**config.mk**
```make
export PLATFORM = sky130hd
export DESIGN_NAME = recording_acquire_control
export DESIGN_NICKNAME = d
export VERILOG_FILES = /design/src/rec_ctrl_pkg.sv /design/src/recording_acquire_control.sv
export SDC_FILE = /design/constraint.sdc
export NUM_CORES = 1
export LEC_CHECK = 0
export BUFFER_PORTS_ARGS = -buffer_cell sky130_fd_sc_hd__buf_2
export CORE_AREA = 5 5 86 88
export DETAILED_ROUTE_END_ITERATION = 10
export DIE_AREA = 0 0 91 93
export GPL_ROUTABILITY_DRIVEN = 0
export GPL_TIMING_DRIVEN = 0
export HOLD_SLACK_MARGIN = 0.15
export PLACE_DENSITY = 0.82
export SYNTH_ARGS = -nofsm -noshare
export SYNTH_HDL_FRONTEND = slang
export SYNTH_SLANG_ARGS = --single-unit
```
**constraint.sdc**
```tcl
create_clock -name MCLK_IN -period 4.3 [get_ports MCLK_IN]
set_clock_uncertainty 0.15 [all_clocks]
set_input_delay 0.215 -clock MCLK_IN [delete_from_list [all_inputs] [get_ports MCLK_IN]]
set_output_delay 0.215 -clock MCLK_IN [all_outputs]
set_load 0.05 [all_outputs]
```
**src/rec_ctrl_pkg.sv**
```systemverilog
package rec_ctrl_pkg;
	// ==========================================================
	// bus geometry
	localparam int ADDR_W = 4;
	localparam int DATA_W = 32;
	localparam logic [ADDR_W-1:0] OFF_COMMAND = 4'h0;
	localparam logic [ADDR_W-1:0] OFF_CONFIG = 4'h4;
	localparam logic [ADDR_W-1:0] OFF_STATUS = 4'h8;
	localparam logic [ADDR_W-1:0] OFF_RESULT = 4'hC;
	// ==========================================================
	// command word bit positions
	localparam int CMD_RUN_BIT = 0;
	localparam int CMD_STOP_BIT = 1;
	localparam int CMD_DEFAULTS_BIT = 2;
	localparam int CMD_ARM_BIT = 3;
	localparam int CMD_SEGSIZE_BIT = 4;
	// config word bit positions
	localparam int CFG_GATE_BIT = 0;
	localparam int CFG_WRAP_BIT = 1;
	localparam int CFG_FIFO_BIT = 2;
	// status word bit positions
	localparam int ST_RUN_BIT = 0;
	localparam int ST_LEVEL_BIT = 16;
	localparam int ST_ACTIVE_BIT = 17;
	localparam int ST_WRAP_BIT = 18;
	localparam int ST_FIFO_BIT = 19;
	localparam int ST_FULL_BIT = 20;
	// ==========================================================
	// command results
	localparam logic [1:0] RES_OK = 2'h0;
	localparam logic [1:0] RES_REJECTED = 2'h1;
	localparam logic [DATA_W-1:0] ZERO_WORD = 32'h0000_0000;
	localparam logic [15:0] RUN_STOPPED = 16'h0000;
	localparam logic [15:0] RUN_ACTIVE = 16'h0001;
	localparam int SEG_W = 16;
	localparam logic [SEG_W-1:0] SEG_DEFAULT = 16'h0010;
	typedef enum logic [1:0]
	{
		BUS_IDLE = 2'b00,
		BUS_ANSWER = 2'b01
	} bus_state_t;
	typedef struct packed
	{
		logic gate_active;
		logic wrap_select;
		logic fifo_mode;
	} settings_t;
	localparam settings_t SETTINGS_DEFAULT = '{gate_active: 1'b0, wrap_select: 1'b0,
		fifo_mode: 1'b0};
endpackage : rec_ctrl_pkg

```
**src/recording_acquire_control.sv**
```systemverilog
// Chosen here: the Avalon-MM interface to the registers and the placing of the registers.
`timescale 1ns/1ps
// Functional notes
// - gate level is true when external input equals polarity switch
// - with gating active, exposures allowed only while gate level true
// - readable flag shows whether gating is active
// - wrap submode matters only in recorder storage mode, not FIFO
// - sequence submode stops recording when segment completely fills
// - ring submode wraps in segment, overwriting oldest images
// - ring submode ends on software stop or, with gating active, on gate level deassertion
// - submode reported as one flag: 0 sequence, 1 ring
// - in run state, triggers plus gate start exposures
// - stopped state halts exposures and puts sensor in idle
// - recording state overrides gate and trigger
// - run state entered only on software run command
// - stopped at reset, on stop command and defaults command
// - recording state read as 16-bit value: 0 stopped, 1 running
// - segment size change rejected while running
// - written settings take effect only on arm command
module recording_acquire_control
	import rec_ctrl_pkg::*;
#(
	parameter logic [SEG_W-1:0] SEG_SIZE_RESET = SEG_DEFAULT
)
(
	input wire logic MCLK_IN,
	input wire logic RESET_N_IN,
	input wire logic [ADDR_W-1:0] AVS_ADDRESS_IN,
	input wire logic AVS_READ_IN,
	input wire logic AVS_WRITE_IN,
	input wire logic [DATA_W-1:0] AVS_WRITEDATA_IN,
	input wire logic [3:0] AVS_BYTEENABLE_IN,
	output logic [DATA_W-1:0] AVS_READDATA_OUT,
	output logic AVS_WAITREQUEST_OUT,
	input wire logic ACQ_ENABLE_IN,
	input wire logic POLARITY_SWITCH_IN,
	input wire logic TRIGGER_IN,
	output logic EXPOSE_START_OUT,
	output logic SENSOR_IDLE_OUT,
	output logic WRITE_ADDR_OUT
);
	// ==========================================================
	// synchroniser and gate level
	logic acq_meta_reg, acq_sync_reg, acq_meta_next, acq_sync_next;
	logic acq_gate_level, gate_allows;
	always_comb
	begin
		acq_meta_next = ACQ_ENABLE_IN;
		acq_sync_next = acq_meta_reg;
	end
	always_ff @(posedge MCLK_IN or negedge RESET_N_IN)
	begin
		if (!RESET_N_IN)
		begin
			acq_meta_reg <= 1'b0;
			acq_sync_reg <= 1'b0;
		end
		else
		begin
			acq_meta_reg <= acq_meta_next;
			acq_sync_reg <= acq_sync_next;
		end
	end
	assign acq_gate_level = ~(acq_sync_reg ^ POLARITY_SWITCH_IN);
	// ==========================================================
	// bus slave, settings and recording state
	bus_state_t bus_reg, bus_next;
	settings_t staged_reg, staged_next, live_reg, live_next;
	logic run_reg, run_next, full_reg, full_next;
	logic [SEG_W-1:0] seg_size_reg, seg_size_next, wptr_reg, wptr_next;
	logic [1:0] result_reg, result_next;
	logic [DATA_W-1:0] rdata_reg, rdata_next;
	logic expose_reg, expose_next, idle_reg, idle_next;
	logic wr_hit, cmd_wr, cfg_wr, ring_mode, gate_off_stop, seg_end;
	logic acquire_ok;
	logic wait_reg, wait_next;
	// writes act at the edge that sees waitrequest low, as the master still holds them there
	assign wr_hit = (bus_reg == BUS_ANSWER) && AVS_WRITE_IN && AVS_BYTEENABLE_IN[0];
	assign cmd_wr = wr_hit && (AVS_ADDRESS_IN == OFF_COMMAND);
	assign cfg_wr = wr_hit && (AVS_ADDRESS_IN == OFF_CONFIG);
	assign ring_mode = live_reg.wrap_select && !live_reg.fifo_mode;
	assign gate_allows = !live_reg.gate_active || acq_gate_level;
	assign gate_off_stop = ring_mode && live_reg.gate_active && !acq_gate_level;
	assign seg_end = (wptr_reg == seg_size_reg - 16'h0001);
	assign acquire_ok = run_reg && gate_allows && TRIGGER_IN;

	function automatic logic [DATA_W-1:0] status_word(input logic run, input logic lvl,
		input settings_t s, input logic full);
		logic [DATA_W-1:0] w;
		w = ZERO_WORD;
		w[15:0] = run ? RUN_ACTIVE : RUN_STOPPED;
		w[ST_LEVEL_BIT] = lvl;
		w[ST_ACTIVE_BIT] = s.gate_active;
		w[ST_WRAP_BIT] = s.wrap_select;
		w[ST_FIFO_BIT] = s.fifo_mode;
		w[ST_FULL_BIT] = full;
		return w;
	endfunction : status_word

	always_comb
	begin
		bus_next = bus_reg;
		staged_next = staged_reg;
		live_next = live_reg;
		run_next = run_reg;
		full_next = full_reg;
		seg_size_next = seg_size_reg;
		wptr_next = wptr_reg;
		result_next = result_reg;
		rdata_next = rdata_reg;
		expose_next = 1'b0;
		idle_next = !run_reg;
		wait_next = 1'b1;
		unique case (bus_reg)
			BUS_IDLE:
			begin
				if (AVS_READ_IN || AVS_WRITE_IN)
				begin
					bus_next = BUS_ANSWER;
					wait_next = 1'b0;
				end
				if (AVS_READ_IN)
				begin
					unique case (AVS_ADDRESS_IN)
						OFF_CONFIG: rdata_next = {29'h0000_0000, staged_reg.fifo_mode,
							staged_reg.wrap_select, staged_reg.gate_active};
						OFF_STATUS: rdata_next = status_word(run_reg, acq_gate_level,
							live_reg, full_reg);
						OFF_RESULT: rdata_next = {30'h0000_0000, result_reg};
						default: rdata_next = ZERO_WORD;
					endcase
				end
			end
			BUS_ANSWER:
				bus_next = BUS_IDLE;
			default:
				bus_next = BUS_IDLE;
		endcase
		if (cfg_wr)
		begin
			staged_next.gate_active = AVS_WRITEDATA_IN[CFG_GATE_BIT];
			staged_next.wrap_select = AVS_WRITEDATA_IN[CFG_WRAP_BIT];
			staged_next.fifo_mode = AVS_WRITEDATA_IN[CFG_FIFO_BIT];
		end
		// exposure and write pointer advance
		if (acquire_ok)
		begin
			expose_next = 1'b1;
			if (seg_end)
			begin
				wptr_next = '0;
				full_next = 1'b1;
				if (!ring_mode && !live_reg.fifo_mode)
					run_next = 1'b0;
			end
			else
				wptr_next = wptr_reg + 16'h0001;
		end
		if (gate_off_stop)
			run_next = 1'b0;
		if (cmd_wr)
		begin
			result_next = RES_OK;
			if (AVS_WRITEDATA_IN[CMD_ARM_BIT])
			begin
				live_next = staged_reg;
				wptr_next = '0;
				// a fill in the same cycle wins over the clear
				full_next = acquire_ok && seg_end;
			end
			if (AVS_WRITEDATA_IN[CMD_SEGSIZE_BIT])
			begin
				if (run_reg)
					result_next = RES_REJECTED;
				else
				begin
					seg_size_next = (AVS_WRITEDATA_IN[31:16] == 16'h0000) ? 16'h0001 :
						AVS_WRITEDATA_IN[31:16];
					wptr_next = '0;
					full_next = acquire_ok && seg_end;
				end
			end
			if (AVS_WRITEDATA_IN[CMD_RUN_BIT])
				run_next = 1'b1;
			if (AVS_WRITEDATA_IN[CMD_STOP_BIT])
				run_next = 1'b0;
			if (AVS_WRITEDATA_IN[CMD_DEFAULTS_BIT])
			begin
				run_next = 1'b0;
				staged_next = SETTINGS_DEFAULT;
				live_next = SETTINGS_DEFAULT;
			end
		end
	end

	always_ff @(posedge MCLK_IN or negedge RESET_N_IN)
	begin
		if (!RESET_N_IN)
		begin
			bus_reg <= BUS_IDLE;
			staged_reg <= SETTINGS_DEFAULT;
			live_reg <= SETTINGS_DEFAULT;
			run_reg <= 1'b0;
			full_reg <= 1'b0;
			seg_size_reg <= SEG_SIZE_RESET;
			wptr_reg <= '0;
			result_reg <= RES_OK;
			rdata_reg <= ZERO_WORD;
			expose_reg <= 1'b0;
			idle_reg <= 1'b1;
			wait_reg <= 1'b1;
		end
		else
		begin
			bus_reg <= bus_next;
			staged_reg <= staged_next;
			live_reg <= live_next;
			run_reg <= run_next;
			full_reg <= full_next;
			seg_size_reg <= seg_size_next;
			wptr_reg <= wptr_next;
			result_reg <= result_next;
			rdata_reg <= rdata_next;
			expose_reg <= expose_next;
			idle_reg <= idle_next;
			wait_reg <= wait_next;
		end
	end
	// waitrequest is low only in the answer cycle
	assign AVS_WAITREQUEST_OUT = wait_reg;
	assign AVS_READDATA_OUT = rdata_reg;
	assign EXPOSE_START_OUT = expose_reg;
	assign SENSOR_IDLE_OUT = idle_reg;
	assign WRITE_ADDR_OUT = full_reg;
endmodule : recording_acquire_control

```
==> metrics.md <==
| Metric | Value |
|---|---|
| Post-CTS resize count | 0 |
| Slew HR | about 47% |
| Tightest Pin Transition | 0.7889 ns |
| Sum Neg Setup Slack | 0 ns |
| Final Setup Violations | 0 |
| Die extent in x | ~91 um |
| Dpl ws | approximately 1.3 ns |
| Starting Density | between 40 and 50% |
| Synth Register Bits | 55 |
| Vias per inst | about 5.4 |
| Avg WL per Cell | 15.19 um |
| Slew Viols, Final | 0 |
| Area of the mapped netlist | 0.003142 mm2 |
| Critical path type | flip-flop to flip-flop |
| Synth Instances | ~310 |
| Global-route wire length before repair | 12,840 um |
| Area grow syn2layout | 26.68% |
| Worst Hold Depth | 0 |
| Commonest non-fill, non-tap cells in the layout | dfrtp_1 (52), buf_2 (43), dlygate4sd3_1 (33) |
| Final worst path period share | slightly above 70% |
| Total Routing Usage GR | a little under a fifth |
| Nets | ~470 |
| Final Worst Setup Slack | 1.259 ns |
| Synth warnings | 0 |
| Post-detailed-route DRC marker count | 0 |
| Worst setup path startpoint | seg_size_reg[3] |
| Initial antenna violation count | 0 |
| Syn avg cell area | between 10 and 15 um2 |
| CTS root buf | clkbuf_8 |
| Clk_lat worst skew | around 0.32 ns |
| FMAX | 328.9 MHz |
| CTS tree | yes |
| # IOs | 83 |
| Hold path startpoint | acq_meta_reg |
| RSZ-0062 raised after global routing | no |
| Hpwl dp | 5312 um |
| Cell Pwr Density | 331.1 mW/mm2 |
| Worst min path class | flip-flop to flip-flop |
| Share of the yosys chip area belonging to registers | between 40% and 50% |
| Async set-or-reset flop fraction in the synthesized netlist | 100.0% |
| Number of global-route vias before repair | about 2,700 |
| Clock tree buffer depth | 2 |
| Synth cell types | 48 |
| Worst r2r path cells | 8 |
| Worst Setup End Kind | flip-flop |
| H-tree depth | 2 |
| Max_cap viols | 0 |
| Final hold violation count | 0 |
| Finished Layout Cells | 499 |
| Clock sinks | 55 |
| Commonest non-fill, non-tap cell in the layout | dfrtp_1 |
| Num CTS Buffers | 5 |
| Fraction of layout cells with a size suffix above 1 | 25.54% |
| VDD IR max | ~220 uV |
| Crit-path max FO | 10 |
| DR iter-0 viols | 139 |
| Die area | roughly 0.0085 mm2 |
| Final core utilization | between 60% and 70% |
| Pleak | between 1.5 and 2 nW |
| Clock-pin slew on the worst setup and hold paths | approximately 0.11 ns |
| Antenna fix cells | 0 |
| Number of placed cells counting well taps | ~460 |
| # rows | 30 |
| Die Y | approximately 93 um |
| Core area | 0.006569 mm2 |
| Layout fillers | around 520 |
| Via count | approximately 2,700 |
| Antenna-violating nets left | 0 |
| Largest net degree at the start of global routing | between 50 and 60 |
| Final worst path period need | approximately 3 ns |
| Worst endpoint required time | 4.33 ns |
| Detailed Routing Iterations Pass 1 | 6 |
| EDFF count, synth | 0 |
| R2r startpoint | seg_size_reg[3] |
| Crit path DAT | approximately 3 ns |
| Outcome | complete, no violations |
| DRT Wirelength | 7580 um |
| PortBufs | 44 |
| Setup crit start kind | flip-flop |
| Overflow after GRT | 0 |
| Final Total Pwr | approximately 1.3 mW |
| Synth Flop Type | dfrtp_1 |
-- layout make-up --
class                   instances  area, um2  area share, %
repair buffers                 77      553.0          13.89
clock buffers                   6      82.58          2.075
inverters                       9      33.78         0.8488
plain buffers                  30      206.4          5.187
flip-flops and latches         55       1380          34.67
multi-input cells             240       1608          40.40
well taps                      80      100.1          2.515
clock inverters                 2      16.27         0.4087
-- critical path: stages (launching register included) --
cell and delay [ns]:
dfrtp_1 0.48, nor4_1 0.68, nand2_1 0.27, nor4b_2 0.34, xnor2_1 0.19, nand2b_1 0.13, nor4_4 0.34, buf_4 0.25
nor3_1 0.07
-- per-stage QoR --
stage	cell area [um2]	hold slack, ns
final	3980	0.2076
after CTS	3968	0.1586
after floorplan	3228	-0.2306
after global placement	3548	0.1784
after global routing	3980	0.2252
after detailed placement	3548	0.1808
-- metal layers --
metal | vias to the layer above | part of all wire, % | track usage (%)
li1 | 1280 | - | -
met1 | 1255 | 38 | 21.99
met2 | 115 | 52 | 32.33
met3 | 21 | 7.3 | 4.505
met4 | 0 | 2.1 | 7.335
met5 | - | 0 | 0
-- repair_timing --
item | 4_1_cts | 5_1_grt
endpoints found under the hold margin | 82 | 1
setup endpoints to repair | 0 | 0
setup buffers | 0 | 0
hold buffers | 32 | 1
-- cell families (layout without fill, tap and decap cells) --
family / Yosys count / after routing / share of synthesized area [%]
buffers and inverters: 39 / 124 / 7.646
adders and majority gates: 2 / 2 / 0.7964
other: 1 / 24 / 0.1194
DFF: 55 / 55 / 43.93
and+or+nand+nor: 115 / 115 / 21.27
AOI/OAI and AO/OA: 46 / 46 / 9.996
xor gates and xnor gates: 32 / 32 / 8.921
muxes: 21 / 21 / 7.328
-- cell usage after synthesis (5+ instances only) --
master	number	area (um2)
buf_4	25	187.7
xnor2_1	18	157.7
a21oi_1	7	35.03
dfrtp_1	52	1301
nor2_1	15	56.30
mux2i_1	5	50.05
mux2_2	16	180.2
nor2b_1	5	31.28
nor3_1	22	110.1
a22o_1	7	61.31
nand3_1	10	50.05
inv_1	9	33.78
nand2_1	22	82.58
clkbuf_1	5	18.77
nand2b_1	6	37.54
nand4_1	6	37.54
nor4_1	7	43.79
o21ai_0	11	55.05
xor2_1	14	122.6
-- where the power goes --
part	internal (mW)	switching [mW]	leakage (nW)
sequential	0.565	0.0527	0.732
combinational	0.158	0.231	1.08
clock	0.132	0.179	0.0474
-- worst paths after layout --
kind	end	slack (ns)
max	wptr_reg[13]	1.26
min	acq_sync_reg	0.21
max reg2reg	wptr_reg[13]	1.26
min reg2reg	acq_sync_reg	0.21
max in group asynchronous	wptr_reg[15]	3.22
min in group asynchronous	staged_reg[0]	0.32
Note: power is estimated with default switching activity, not from simulation.
